**config.mk**
```make
export PLATFORM = sky130hd
export DESIGN_NAME = somc_mode_ctrl
export DESIGN_NICKNAME = d
export VERILOG_FILES = /design/src/hw/somc_pkg.sv /design/src/hw/somc_mode_ctrl.sv /design/src/hw/somc_start_timer.sv
export SDC_FILE = /design/constraint.sdc
export NUM_CORES = 1
export LEC_CHECK = 0
export ABC_AREA = 1
export BUFFER_PORTS_ARGS = -buffer_cell sky130_fd_sc_hd__buf_2
export CORE_MARGIN = 2
export CORE_UTILIZATION = 35
export CTS_CLUSTER_SIZE = 25
export DETAILED_ROUTE_END_ITERATION = 16
export PLACE_DENSITY = 0.55
export REMOVE_ABC_BUFFERS = 1
export SYNTH_ARGS = -nofsm -noshare
export SYNTH_HDL_FRONTEND = slang
export SYNTH_SLANG_ARGS = --single-unit
```
**constraint.sdc**
```tcl
create_clock -name mclk_i -period 4.95 [get_ports mclk_i]
set_clock_uncertainty 0.1 [all_clocks]
set_input_delay 1.2375 -clock mclk_i [delete_from_list [all_inputs] [get_ports mclk_i]]
set_output_delay 1.2375 -clock mclk_i [all_outputs]
set_load 0.005 [all_outputs]
```
**src/hw/somc_pkg.sv**
```systemverilog
// package: constants, command codes and carrier types of the output mode control
// assumes: one 250 MHz clock, synchronous active-high reset
package somc_pkg;

    localparam int unsigned CLK_KHZ = 250000;
    localparam int unsigned START_WINDOW_MS = 30;
    localparam int unsigned MS_TICK_CYC = CLK_KHZ;
    localparam int unsigned WINDOW_TICKS = START_WINDOW_MS;
    localparam int unsigned TICK_CNT_W = 18;
    localparam int unsigned WIN_CNT_W = 6;

    // transport-layer service identifiers
    localparam logic [7:0] SID_DATA_DUMP = 8'hB4;
    localparam logic [7:0] SID_READ_BY_ID = 8'hB2;

    // data dump command codes and their companion data
    localparam logic [7:0] CODE_ENTER_CMD = 8'h72;
    localparam logic [7:0] DATA_ENTER_CMD = 8'h74;
    localparam logic [7:0] CODE_NVM_UNLOCK = 8'h6C;
    localparam logic [15:0] DATA_NVM_UNLOCK = 16'hF742;
    localparam logic [7:0] CODE_RUN_NVM = 8'h01;
    localparam logic [7:0] CODE_RUN_VOLATILE = 8'h02;

    // read-by-identifier error status request
    localparam logic [7:0] ID_ERROR_STATUS = 8'h20;
    localparam logic [15:0] WILDCARD_ERROR = 16'hFF7F;

    localparam logic [7:0] FAULT_CODE_NONE = 8'h00;
    localparam logic [15:0] RESP_DATA_RST = 16'h0000;

    // pin indices
    localparam logic [1:0] PIN_LIN = 2'h0;
    localparam logic [1:0] PIN_HIGH = 2'h1;
    localparam logic [1:0] PIN_LOW = 2'h2;

    typedef enum logic [1:0] {
        SOMC_MODE_WINDOW,
        SOMC_MODE_COMMAND,
        SOMC_MODE_RUN,
        SOMC_MODE_DIAG
    } somc_mode_t;

    typedef enum logic [2:0] {
        SOMC_CMD_NONE,
        SOMC_CMD_ENTER,
        SOMC_CMD_UNLOCK,
        SOMC_CMD_RUN_NVM,
        SOMC_CMD_RUN_VOL,
        SOMC_CMD_ERR_READ
    } somc_cmd_t;

    // one decoded LIN transport-layer request
    typedef struct packed {
        logic valid;
        logic [1:0] pin;
        logic [7:0] sid;
        logic [7:0] code;
        logic [15:0] data;
    } somc_req_t;

    // one answer handed back to the frame layer
    typedef struct packed {
        logic valid;
        logic is_publisher;
        logic err_flag;
        logic [1:0] pin;
        logic [15:0] data;
    } somc_resp_t;

endpackage : somc_pkg

```
**src/hw/somc_mode_ctrl.sv**
```systemverilog
// output mode control: run / command / diagnostic selection, start window,
// LIN command interpretation and pin direction for the PWM pins.
// assumes: a LIN frame layer decodes requests and serialises answers; inputs
// are synchronous to mclk_i; rst_i is the power-on reset.
//
// Behaviour
// - in normal run only the LIN or the PWM interface is active, not both
// - PWM configured and no enter request in 30 ms: normal run with PWM output
// - after normal run via the PWM path, PWM pins ignore commands until power-up, except in diagnostic mode
// - enter request inside the window moves to command mode and stays there
// - command code 01 runs from nvm, 02 from volatile; both enter normal run
// - in LIN mode an enter request is accepted at any time
// - during the window both PWM pins are recessive and receive data dump frames
// - after the window the PWM pins communicate only in command mode without the PWM lock, or in diagnostic mode
// - enter request is code 72 in a data dump with data 74
// - nvm writes are refused unless the unlock command 6C with F742 came first
// - any detected failure switches into diagnostic mode
// - publisher answers in LIN normal run carry the diagnostic error flag
// - in PWM mode diagnostic mode drives the recessive level of the chosen driver
// - in diagnostic mode LIN is accepted on every output pin
// - read-by-identifier B2, id 20, wildcard FF7F returns the diagnostic error code
// - the LIN pin takes the enter request even while PWM output runs
// - all output pins carry LIN data link framing
// - LIN on the high-side pin uses inverted levels
// - LIN normal run answers publisher requests (not in a cycle with an accepted error read) and transport requests
`timescale 1ns/100ps
module somc_mode_ctrl
    import somc_pkg::*;
#(
    parameter int unsigned TICK_CYC = MS_TICK_CYC
)
(
    input wire logic mclk_i,
    input wire logic rst_i,
    input wire logic cfg_pwm_mode_i,
    input wire logic cfg_high_side_i,
    input wire somc_req_t req_i,
    input wire logic pub_req_i,
    input wire logic [15:0] meas_value_i,
    input wire logic fault_i,
    input wire logic [7:0] fault_code_i,
    input wire logic nvm_wr_req_i,
    input wire logic pwm_level_i,
    input wire logic link_tx_en_i,
    input wire logic link_tx_bit_i,
    input wire logic lin_rx_i,
    input wire logic high_side_out_pin_rx_i,
    input wire logic low_side_out_pin_rx_i,
    output somc_mode_t mode_o,
    output logic diag_o,
    output logic pwm_active_o,
    output logic lin_active_o,
    output logic [2:0] listen_o,
    output logic [2:0] rx_bits_o,
    output logic lin_tx_o,
    output logic high_side_out_pin_o,
    output logic high_side_out_pin_oe_n_o,
    output logic low_side_out_pin_o,
    output logic low_side_out_pin_oe_n_o,
    output logic meas_start_o,
    output logic meas_from_nvm_o,
    output logic nvm_wr_grant_o,
    output logic nvm_wr_refuse_o,
    output somc_resp_t resp_o
);

    function automatic somc_cmd_t decode_req(input somc_req_t r);
        somc_cmd_t c;
        c = SOMC_CMD_NONE;
        if (r.valid && r.sid == SID_DATA_DUMP)
        begin
            if (r.code == CODE_ENTER_CMD && r.data[15:8] == DATA_ENTER_CMD)
                c = SOMC_CMD_ENTER;
            else if (r.code == CODE_NVM_UNLOCK && r.data == DATA_NVM_UNLOCK)
                c = SOMC_CMD_UNLOCK;
            else if (r.code == CODE_RUN_NVM)
                c = SOMC_CMD_RUN_NVM;
            else if (r.code == CODE_RUN_VOLATILE)
                c = SOMC_CMD_RUN_VOL;
        end
        else if (r.valid && r.sid == SID_READ_BY_ID && r.code == ID_ERROR_STATUS
                 && r.data == WILDCARD_ERROR)
            c = SOMC_CMD_ERR_READ;
        return c;
    endfunction : decode_req

    somc_mode_t state_ff;
    somc_mode_t nxt_state;
    logic started_ff;
    logic win_expired;
    logic pwm_locked_ff;
    logic diag_ff;
    logic [7:0] fault_code_ff;
    logic unlock_ff;
    logic [1:0] reply_pin_ff;
    logic meas_start_ff;
    logic meas_from_nvm_ff;
    logic nvm_grant_ff;
    logic nvm_refuse_ff;
    somc_resp_t resp_ff;
    somc_cmd_t cmd;
    logic from_pwm_pin;
    logic pin_ok;
    logic accepted;
    logic pwm_run;
    logic tx_high;
    logic tx_low;

    // the window starts counting at the first cycle after reset release
    always_ff @(posedge mclk_i)
    begin
        if (rst_i)
            started_ff <= 1'b0;
        else
            started_ff <= 1'b1;
    end

    somc_start_timer #(
        .TICK_CYC(TICK_CYC),
        .TICKS(WINDOW_TICKS)
    ) u_timer (
        .mclk_i(mclk_i),
        .rst_i(rst_i),
        .start_i(started_ff),
        .expired_o(win_expired)
    );

    assign cmd = decode_req(req_i);
    assign from_pwm_pin = (req_i.pin == PIN_HIGH) || (req_i.pin == PIN_LOW);
    assign pwm_run = cfg_pwm_mode_i && (state_ff == SOMC_MODE_RUN);

    // which requests the current mode lets in, by the pin they came on
    always_comb
    begin
        pin_ok = 1'b0;
        if (diag_ff)
            pin_ok = 1'b1;
        else if (from_pwm_pin)
            pin_ok = (state_ff == SOMC_MODE_WINDOW && cmd == SOMC_CMD_ENTER)
                  || (state_ff == SOMC_MODE_COMMAND && !pwm_locked_ff);
        else if (req_i.pin == PIN_LIN)
            pin_ok = !pwm_run || cmd == SOMC_CMD_ENTER;
    end

    assign accepted = req_i.valid && pin_ok && (cmd != SOMC_CMD_NONE);

    always_comb
    begin
        nxt_state = state_ff;
        case (state_ff)
            SOMC_MODE_WINDOW:
            begin
                if (accepted && cmd == SOMC_CMD_ENTER)
                    nxt_state = SOMC_MODE_COMMAND;
                else if (!cfg_pwm_mode_i || win_expired)
                    nxt_state = SOMC_MODE_RUN;
            end
            SOMC_MODE_COMMAND:
            begin
                if (accepted && (cmd == SOMC_CMD_RUN_NVM || cmd == SOMC_CMD_RUN_VOL))
                    nxt_state = SOMC_MODE_RUN;
            end
            SOMC_MODE_RUN:
            begin
                if (accepted && cmd == SOMC_CMD_ENTER)
                    nxt_state = SOMC_MODE_COMMAND;
            end
            default:
                nxt_state = SOMC_MODE_WINDOW;
        endcase
    end

    always_ff @(posedge mclk_i)
    begin
        if (rst_i)
            state_ff <= SOMC_MODE_WINDOW;
        else
            state_ff <= nxt_state;
    end

    // once run starts through the PWM path, the PWM pins stay closed until power-up, except in diagnostic mode
    always_ff @(posedge mclk_i)
    begin
        if (rst_i)
            pwm_locked_ff <= 1'b0;
        else if (state_ff == SOMC_MODE_WINDOW && nxt_state == SOMC_MODE_RUN
                 && cfg_pwm_mode_i)
            pwm_locked_ff <= 1'b1;
    end

    // diagnostic mode is sticky; the first failure's code is kept
    always_ff @(posedge mclk_i)
    begin
        if (rst_i)
        begin
            diag_ff <= 1'b0;
            fault_code_ff <= FAULT_CODE_NONE;
        end
        else if (fault_i && !diag_ff)
        begin
            diag_ff <= 1'b1;
            fault_code_ff <= fault_code_i;
        end
    end

    // nvm unlock lives only as long as command mode
    always_ff @(posedge mclk_i)
    begin
        if (rst_i || state_ff != SOMC_MODE_COMMAND)
            unlock_ff <= 1'b0;
        else if (accepted && cmd == SOMC_CMD_UNLOCK)
            unlock_ff <= 1'b1;
    end

    always_ff @(posedge mclk_i)
    begin
        if (rst_i)
        begin
            nvm_grant_ff <= 1'b0;
            nvm_refuse_ff <= 1'b0;
        end
        else
        begin
            nvm_grant_ff <= nvm_wr_req_i && unlock_ff;
            nvm_refuse_ff <= nvm_wr_req_i && !unlock_ff;
        end
    end

    always_ff @(posedge mclk_i)
    begin
        if (rst_i)
        begin
            meas_start_ff <= 1'b0;
            meas_from_nvm_ff <= 1'b0;
        end
        else
        begin
            meas_start_ff <= state_ff == SOMC_MODE_COMMAND && nxt_state == SOMC_MODE_RUN;
            if (state_ff == SOMC_MODE_COMMAND && nxt_state == SOMC_MODE_RUN)
                meas_from_nvm_ff <= (cmd == SOMC_CMD_RUN_NVM);
        end
    end

    // answers go back on the pin the request came on
    always_ff @(posedge mclk_i)
    begin
        if (rst_i)
            reply_pin_ff <= PIN_LIN;
        else if (accepted)
            reply_pin_ff <= req_i.pin;
    end

    always_ff @(posedge mclk_i)
    begin
        if (rst_i)
            resp_ff <= '{valid: 1'b0, is_publisher: 1'b0, err_flag: 1'b0,
                         pin: PIN_LIN, data: RESP_DATA_RST};
        else if (accepted && cmd == SOMC_CMD_ERR_READ)
            resp_ff <= '{valid: 1'b1, is_publisher: 1'b0, err_flag: diag_ff,
                         pin: req_i.pin, data: {8'h00, fault_code_ff}};
        else if (pub_req_i && !cfg_pwm_mode_i && state_ff == SOMC_MODE_RUN)
            resp_ff <= '{valid: 1'b1, is_publisher: 1'b1, err_flag: diag_ff,
                         pin: PIN_LIN, data: meas_value_i};
        else
            resp_ff.valid <= 1'b0;
    end

    // pin listening and receive levels for the frame layer
    always_comb
    begin
        listen_o[PIN_LIN] = 1'b1;
        listen_o[PIN_HIGH] = diag_ff || state_ff == SOMC_MODE_WINDOW
                          || (state_ff == SOMC_MODE_COMMAND && !pwm_locked_ff);
        listen_o[PIN_LOW] = listen_o[PIN_HIGH];
        rx_bits_o[PIN_LIN] = lin_rx_i;
        rx_bits_o[PIN_HIGH] = ~high_side_out_pin_rx_i;
        rx_bits_o[PIN_LOW] = low_side_out_pin_rx_i;
    end

    // a dominant LIN bit pulls the low-side pin down and, inverted, the high-side pin up
    assign tx_high = link_tx_en_i && reply_pin_ff == PIN_HIGH && listen_o[PIN_HIGH]
                  && state_ff != SOMC_MODE_WINDOW && !link_tx_bit_i;
    assign tx_low = link_tx_en_i && reply_pin_ff == PIN_LOW && listen_o[PIN_LOW]
                 && state_ff != SOMC_MODE_WINDOW && !link_tx_bit_i;

    // PWM pulses only in normal run with no failure; diag leaves the recessive level
    assign pwm_active_o = pwm_run && !diag_ff;
    assign lin_active_o = !pwm_active_o;

    always_comb
    begin
        high_side_out_pin_o = 1'b1;
        high_side_out_pin_oe_n_o = 1'b1;
        low_side_out_pin_o = 1'b0;
        low_side_out_pin_oe_n_o = 1'b1;
        if (pwm_active_o && cfg_high_side_i)
            high_side_out_pin_oe_n_o = ~pwm_level_i;
        else if (pwm_active_o)
            low_side_out_pin_oe_n_o = ~pwm_level_i;
        else
        begin
            high_side_out_pin_oe_n_o = ~tx_high;
            low_side_out_pin_oe_n_o = ~tx_low;
        end
    end

    assign lin_tx_o = !(link_tx_en_i && reply_pin_ff == PIN_LIN && !link_tx_bit_i);
    assign mode_o = diag_ff ? SOMC_MODE_DIAG : state_ff;
    assign diag_o = diag_ff;
    assign meas_start_o = meas_start_ff;
    assign meas_from_nvm_o = meas_from_nvm_ff;
    assign nvm_wr_grant_o = nvm_grant_ff;
    assign nvm_wr_refuse_o = nvm_refuse_ff;
    assign resp_o = resp_ff;
endmodule : somc_mode_ctrl

```
**src/hw/somc_start_timer.sv**
```systemverilog
// start window timer: millisecond enable divider and a window tick counter
// assumes: start_i is high from the cycle after reset release onward
`timescale 1ns/100ps
module somc_start_timer
    import somc_pkg::*;
#(
    parameter int unsigned TICK_CYC = MS_TICK_CYC,
    parameter int unsigned TICKS = WINDOW_TICKS
)
(
    input wire logic mclk_i,
    input wire logic rst_i,
    input wire logic start_i,
    output logic expired_o
);

    logic [TICK_CNT_W-1:0] div_ff;
    logic [WIN_CNT_W-1:0] ticks_ff;
    logic ms_tick;

    assign ms_tick = start_i && !expired_o && (div_ff == TICK_CNT_W'(TICK_CYC - 1));

    // divider making a one-cycle millisecond enable
    always_ff @(posedge mclk_i)
    begin
        if (rst_i || ms_tick)
            div_ff <= '0;
        else if (start_i && !expired_o)
            div_ff <= div_ff + TICK_CNT_W'(1);
    end

    // window closes once the nominal tick count is reached
    always_ff @(posedge mclk_i)
    begin
        if (rst_i)
            ticks_ff <= '0;
        else if (ms_tick)
            ticks_ff <= ticks_ff + WIN_CNT_W'(1);
    end

    assign expired_o = (ticks_ff == WIN_CNT_W'(TICKS));

endmodule : somc_start_timer

```
==> impl_metrics.yaml, run 1 <==
timing:
  setup-violations-final: 0
  period_share_pct: 67.0
  period_needed_ps: 3320
  maxSlewViolCount: 0
  worstMarginPinSlew_ps: 748
  rsz0062_at_grt: "false"
  hold_viol_final: 0
  fmax_mhz: 302
  setup_tns_ps: 0
  slew_headroom_pct: 50.1
  whs_ps: 332
layout:
  drive_gt1_share_pct: 21.2
  fin_cells: 824
  multiInputGateArea_sq_mm: 0.00193
  final_common_cell: "nand2_1"
  fin_util_pct: 43.6
  fillers: 1082
  nets: 759
  antenna_cells: 0
  syn2layout_area_growth_pct: 22.6
  final_cell_mix: "nand2_1 (144), nor2_1 (114), buf_2 (105)"
  seq_area_sq_mm: 0.00130
logic_synthesis:
  synthesis.area_sq_mm: 0.00364
  yosysUniqueCellTypes: 37
  synth_xor_area_share_pct: 2.40
  synth_top_family_by_area: "simple AND/OR/NAND/NOR gates"
  synth_mux_area_share_pct: 0
  ys_seq_area_share_pct: 35.7
  ys_seq_elements: 65
  synth_adder_area_share_pct: 1.37
  synth-edff-count: 0
  synthSimpleGateAreaFrac_pct: 41.9
  synth_compound_area_share_pct: 7.14
  ys_async_sr_fraction_pct: 0
  synth_ff_type: "dfxtp_1"
  synth_area_per_cell_sq_um: 6.28
  synth_cells: 580
  synth_warnings: 0
worst_setup_path:
  cp.required_ps: 3610
  crit_path_end_kind: "primary output"
  cpMostUsedCell: "buf_2"
  cp_cell_sequence: "buf_2 -> nand3_1 -> inv_2 -> nand2_1 -> o32ai_1 -> inv_1 -> buf_2"
  cp_top_family: "buffers and inverters"
  crit_type: "in -> out"
  max_stage_delay_ps: 150
  cp_slowest_cell: "buf_2"
  crit_buf_inv: 4
  start_kind: "input pin"
  cp.arrival_ps: 1980
  path_max_fanout: 5
drt:
  drt_first_pass_iters: 4
  wl_per_cell_microns: 11.1
  first_iter_violations: 170
  via_per_inst: 4.57
  routed_wl_microns: 9170
  drc: 0
  antenna_left: 0
  num_vias: 3765
grt:
  grt_pass1_vias: 3571
  grt_pass1_wl_microns: 15400
  grt_max_degree: 26
  antenna_found_initial: 0
  grt_use_total_pct: 16.6
  grt.overflow.total: 0
clock_network:
  clkSlewWorstSetupHoldPaths_ps: 70
  root_buffer: "clkbuf_8"
  cts_tree: "yes"
  cts.repair.resized: 0
  ctsLongestPathBuffers: 2
  cts_setup_buffers: 0
  cts_max_level: 3
  numCtsBuffers: 9
  hold_buffers: 0
  clock_latency_ps: 340
  numClockSinks: 65
hold_path:
  hold_class: "reg -> reg"
power:
  p_leak_nw: 2.21
  p_total_mw: 1.13
  p_per_area_mw_per_mm2: 252
  ir_drop_uv: 131
floorplan:
  fp.dieW_microns: 106
  row_count: 37
  chipHeight_microns: 106
  initial_core_util_pct: 35.6
  core-area_sq_mm: 0.0102
  die_area_sq_mm: 0.0112
  ioPinCount: 113
placed_design:
  dp_hpwl_microns: 7020
  dpl.cell_count: 808
  portBuffers: 105
  routabilityCongestion: 0.803
job:
  drv_cap: 0
outcome:
  outcome: "finished, final reports clean"
-- logic make-up after synthesis --
group	count (synthesis)
AOI/OAI and AO/OA	49
other	2
adders and majority gates	4
DFF	65
xor gates and xnor gates	10
buffers and inverters	101
and+or+nand+nor	349
-- area by class of cell --
class,count,share of cell area (%)
Sequential cell,65,29.1
Tap cell,136,3.81
Clock inverter,6,1.49
Inverter,86,7.23
Clock buffer,10,3.08
Multi-Input combinational cell,415,43.3
Timing Repair Buffer,106,11.9
-- per-stage QoR --
step           setup WS, ps  cell area, sq um
5_1_grt                1490              4470
3_5_place_dp           1640              4260
6_report               1630              4470
2_1_floorplan          1930              3560
3_3_place_gp           1690              4260
4_1_cts                1640              4470
-- power by group --
part           total (mW)  switching, mW  internal [mW]
sequential          0.543        0.00699          0.536
combinational       0.122         0.0739         0.0483
clock               0.461          0.214          0.247
-- layer usage --
metal	up-vias	share of wire (%)	track usage, %
met3	8	3.7	2.94
met5	-	0	0
li1	2011	-	-
met2	68	48	29.4
met1	1678	47	20.1
met4	0	1.1	5.83
-- Yosys cell counts, types with 3 or more instances --
cell,instances,area (sq um)
nand2_1,144,541
buf_4,6,45.0
nand2_2,5,31.3
inv_1,78,293
nor3b_1,3,22.5
nor2_1,114,428
nand4_1,15,93.8
o21ai_0,17,85.1
inv_2,7,26.3
nor2_2,3,18.8
dfxtp_1,65,1300
a21oi_1,24,120
nor3_1,14,70.1
xor2_1,8,70.1
nand3_1,39,195
ha_1,4,50.1
clkbuf_1,5,18.8
-- path summary, 6_finish.rpt --
check	from	end	slack (ps)	cells after the start
setup reg to reg	u_timer.ticks_ff[0]	u_timer.div_ff[16]	2660	14
setup / recovery	cfg_pwm_mode_i	low_side_out_pin_oe_n_o	1630	7
hold / removal	unlock_ff	nvm_wr_refuse_o	330	1
hold reg to reg	unlock_ff	nvm_wr_refuse_o	330	1
-- state kept, by name, indices dropped and copies added (netlist names) --
| signal | flops |
|---|---|
| resp_o | 21 |
| u_timer.div_ff | 18 |
| fault_code_ff | 8 |
| u_timer.ticks_ff | 6 |
| reply_pin_ff | 2 |
| state_ff | 2 |
| diag_o | 1 |
| meas_from_nvm_o | 1 |
| meas_start_o | 1 |
| nvm_wr_grant_o | 1 |
| nvm_wr_refuse_o | 1 |
| pwm_locked_ff | 1 |
| started_ff | 1 |
| unlock_ff | 1 |
(Power assumes the default switching activity.)
==> inputs of run 2 (changes only) <==
- clock period: 4.95 -> 3.1 ns (I/O delays scaled with it)
==> run 2 against run 1 <==
Core utilization rose by 0.086 points. Largest power group unchanged. Largest cell class unchanged. Design area rose by 0.20%. Critical endpoint unchanged. Hold slack got worse by 13 ps. Sequential power rose by 60%. Highest routed layer unchanged.
==> impl_metrics.yaml, run 2 (same netlist as run 1, synthesis figures left out) <==
outcome:
  outcome: "finished, final reports clean"
clock_network:
  hold_buffers: 0
  clkSlewWorstSetupHoldPaths_ps: 70
  ctsLongestPathBuffers: 2
  numCtsBuffers: 9
  root_buffer: "clkbuf_8"
  cts_max_level: 3
  numClockSinks: 65
  cts_setup_buffers: 0
  cts_tree: "yes"
  clock_latency_ps: 340
  cts.repair.resized: 0
floorplan:
  initial_core_util_pct: 35.6
  chipHeight_microns: 106
  row_count: 37
  fp.dieW_microns: 106
  core-area_sq_mm: 0.0102
  ioPinCount: 113
  die_area_sq_mm: 0.0112
timing:
  worstMarginPinSlew_ps: 735
  setup-violations-final: 0
  hold_viol_final: 0
  fmax_mhz: 364
  period_needed_ps: 2750
  setup_tns_ps: 0
  rsz0062_at_grt: "false"
  slew_headroom_pct: 51.0
  maxSlewViolCount: 0
  period_share_pct: 88.6
drt:
  first_iter_violations: 114
  antenna_left: 0
  wl_per_cell_microns: 11.0
  drc: 0
  routed_wl_microns: 9060
  num_vias: 3762
  via_per_inst: 4.56
  drt_first_pass_iters: 4
placed_design:
  dpl.cell_count: 809
  routabilityCongestion: 0.884
  dp_hpwl_microns: 7140
  portBuffers: 105
job:
  drv_cap: 0
hold_path:
  holdPathEnd: "nvm_wr_refuse_o"
  hp-start: "unlock_ff"
  whs_path_depth: 1
  hold_class: "reg -> reg"
worst_setup_path:
  path_max_fanout: 9
  crit_type: "reg -> out"
  crit_path_end_kind: "primary output"
  reg2reg_to: "u_timer.div_ff[16]"
  start_kind: "register"
  cp.arrival_ps: 1870
  reg2reg_depth: 14
  r2r_start: "u_timer.ticks_ff[0]"
  reg2reg_slack_ps: 800
  cp.required_ps: 2220
grt:
  grt_util_met2_pct: 29.9
  antenna_found_initial: 0
  grt.overflow.total: 0
  grt_use_total_pct: 16.7
  globalRouteMet1Util_pct: 19.9
  grt_pass1_wl_microns: 15500
  grt_max_degree: 26
  grt.busiest_layer: "met2"
  grt_pass1_vias: 3618
  use_met3_pct: 3.74
layout:
  final_cell_mix: "nand2_1 (144), nor2_1 (114), buf_2 (105)"
  syn2layout_area_growth_pct: 22.8
  antenna_cells: 0
  fin_cells: 825
  final_common_cell: "nand2_1"
  largest_reg_flops: 21
  drive_gt1_share_pct: 21.3
  nets: 760
power:
  ir_drop_uv: 224
  p_leak_nw: 2.22
  p_total_mw: 1.80
  p_per_area_mw_per_mm2: 403
## run 2: worst max path at each step
| stage | start | to |
|---|---|---|
| 2_1_floorplan | req_i[30] | resp_o[18] |
| 3_3_place_gp | req_i[30] | resp_o[18] |
| 3_5_place_dp | req_i[23] | resp_o[18] |
| 4_1_cts | state_ff[0] | low_side_out_pin_oe_n_o |
| 5_1_grt | state_ff[0] | low_side_out_pin_oe_n_o |
| 6_report | state_ff[0] | low_side_out_pin_oe_n_o |
## run 2: worst max-delay path, stage by stage (launching register included)
cell	delay, ps
dfxtp_1	570
inv_2	100
nor2_1	170
nand2_1	110
nand2_1	100
inv_1	70
o32ai_1	240
inv_1	70
buf_2	130
## run 2: through the flow
stage	instance area (sq um)	setup WS [ps]	util [%]	hold WS [ps]
after floorplan	3560	849	-	298
after global placement	4270	565	41.7	320
after global routing	4470	131	43.7	360
final	4470	354	43.7	319
after CTS	4470	354	43.7	331
after detailed placement	4270	510	41.7	327
## run 2: report_power, final
group          leakage [nW]  switching (mW)  internal, mW
Combinational          1.59           0.118        0.0782
Clock                0.0985           0.344         0.394
Sequential            0.528          0.0111         0.856
## run 2: cell type report
cell class / count / area [sq um]
Clock buffer: 10 / 138
Fill cell: 1098 / 5760
Inverter: 86 / 323
Clock inverter: 6 / 67.6
Sequential cell: 65 / 1300
Tap cell: 136 / 170
Multi-Input combinational cell: 415 / 1930
Timing Repair Buffer: 107 / 541
## run 2: metal layers
metal / up-vias / share of wire [%]
li1: 2007 / -
met1: 1682 / 46
met2: 63 / 49
met3: 10 / 4.1
met4: 0 / 1.3
met5: - / 0
==> inputs of run 3 (changes only) <==
- CORE_ASPECT_RATIO: not set -> 0.75
==> run 3 against run 2 <==
Clock power increased by 39%. Hold slack improved by 19 ps. Wire length increased by 7.0%. Global-route usage increased by 1.1 points. Die area about the same. Maximum frequency decreased by 2.0%. Critical path type unchanged. Largest power group is now clock.
==> impl_metrics.yaml, run 3 (same netlist as run 1, synthesis figures left out) <==
worst_setup_path:
  cp.required_ps: 2220
  crit_path_end_kind: "primary output"
  reg2reg_to: "u_timer.div_ff[16]"
  r2r_start: "u_timer.ticks_ff[0]"
  start_kind: "register"
  reg2reg_depth: 14
  endpoint: "low_side_out_pin_oe_n_o"
  max_stage_delay_ps: 550
  cp_cell_sequence: "inv_2 -> nor2_1 -> nand2_1 -> nand2_1 -> inv_1 -> o32ai_1 -> inv_1 -> buf_2"
  cp_slowest_cell: "dfxtp_1"
  path_max_fanout: 9
  cp.arrival_ps: 1930
  crit_type: "reg -> out"
  reg2reg_slack_ps: 850
  startpoint: "state_ff[0]"
layout:
  largest_reg_flops: 21
  syn2layout_area_growth_pct: 25.7
  fin_area_sq_mm: 0.00458
  multiInputGateArea_sq_mm: 0.00193
  seq_area_sq_mm: 0.00130
  fillers: 1085
  final_cell_mix: "nand2_1 (144), nor2_1 (114), buf_2 (105)"
  antenna_cells: 0
  nets: 760
  drive_gt1_share_pct: 21.0
  final_common_cell: "nand2_1"
timing:
  maxSlewViolCount: 0
  slew_headroom_pct: 49.4
  period_share_pct: 90.4
  setup-violations-final: 0
  hold_viol_final: 0
  layout_setup_ws_ps: 298
  setup_tns_ps: 0
  period_needed_ps: 2800
  fmax_mhz: 357
  worstMarginPinSlew_ps: 758
  rsz0062_at_grt: "false"
power:
  p_leak_nw: 2.27
  p_total_mw: 2.10
  p_per_area_mw_per_mm2: 459
  ir_drop_uv: 317
floorplan:
  row_count: 32
  initial_core_util_pct: 35.7
  die_area_sq_mm: 0.0113
  core-area_sq_mm: 0.0102
  chipHeight_microns: 92.4
  ioPinCount: 113
  fp.dieW_microns: 122
grt:
  grt.overflow.total: 0
  grt_pass1_vias: 3400
  antenna_found_initial: 1
  grt_max_degree: 26
  grt_use_total_pct: 17.8
  grt_pass1_wl_microns: 15700
clock_network:
  hold_buffers: 0
  clkSlewWorstSetupHoldPaths_ps: 50
  ctsLongestPathBuffers: 2
  cts_tree: "yes"
  numClockSinks: 65
  clock_latency_ps: 330
  numCtsBuffers: 9
  root_buffer: "clkbuf_16"
  cts.repair.resized: 0
  cts_setup_buffers: 0
  cts_max_level: 3
drt:
  antenna_left: 0
  first_iter_violations: 226
  routed_wl_microns: 9700
  num_vias: 3772
  drc: 0
  via_per_inst: 4.57
  wl_per_cell_microns: 11.8
  drt_first_pass_iters: 4
placed_design:
  pre_cts_ws_ps: 484
  dp_hpwl_microns: 7530
  routabilityCongestion: 0.902
  portBuffers: 105
  dpl_cell_area_sq_mm: 0.00427
hold_path:
  hold_class: "reg -> reg"
outcome:
  outcome: "finished, final reports clean"
job:
  drv_cap: 0
-- run 3: cell types whose count changed in the layout (fill, tap and decap cells not counted) --
cell	previous run	this run
clkbuf_1	0	2
clkbuf_8	10	3
clkbuf_16	0	9
clkinv_4	2	0
clkinvlp_4	2	0
-- run 3: where the power goes --
group / leakage [nW] / total [mW] / switching [mW] / internal [mW]
sequential: 0.528 / 0.869 / 0.0111 / 0.858
combinational: 1.59 / 0.199 / 0.121 / 0.0780
clock: 0.153 / 1.03 / 0.345 / 0.687
total: 2.27 / 2.10 / 0.477 / 1.62
-- run 3: stage by stage --
stage / utilization (%) / cells / hold slack, ps
detailed placement: 41.8 / 809 / 322
finish: 44.8 / 825 / 338
global placement: 41.8 / 809 / 317
floorplan: - / 566 / 298
CTS: 44.8 / 825 / 331
global route: 44.8 / 825 / 373
-- run 3: final cells by class --
class	count	share of cell area, %
multi-input cells	415	42.3
flip-flops and latches	65	28.4
clock inverters	2	0.765
clock buffers	14	5.99
well taps	136	3.72
inverters	86	7.05
repair buffers	107	11.8
-- run 3: critical path, delay by kind of cell (launching register included) --
kind / cells / cell delay [ps]
AND/OR/NAND/NOR: 3 / 460
AO/OA/AOI/OAI: 1 / 220
buffers and inverters: 4 / 370
flip-flops: 1 / 550
-- run 3: how the worst min path moves through the flow --
stage | from | to | depth (start not counted)
2_1_floorplan | unlock_ff | nvm_wr_refuse_o | 1
3_3_place_gp | unlock_ff | nvm_wr_refuse_o | 1
3_5_place_dp | unlock_ff | nvm_wr_refuse_o | 1
4_1_cts | unlock_ff | nvm_wr_refuse_o | 1
5_1_grt | unlock_ff | nvm_wr_refuse_o | 1
6_report | unlock_ff | nvm_wr_refuse_o | 1
-- run 3: layer usage --
metal | track usage, % | part of all wire [%]
met5 | 0 | 0
met1 | 25.5 | 51
met2 | 25.6 | 40
met4 | 5.27 | 1.0
met3 | 5.17 | 8.2
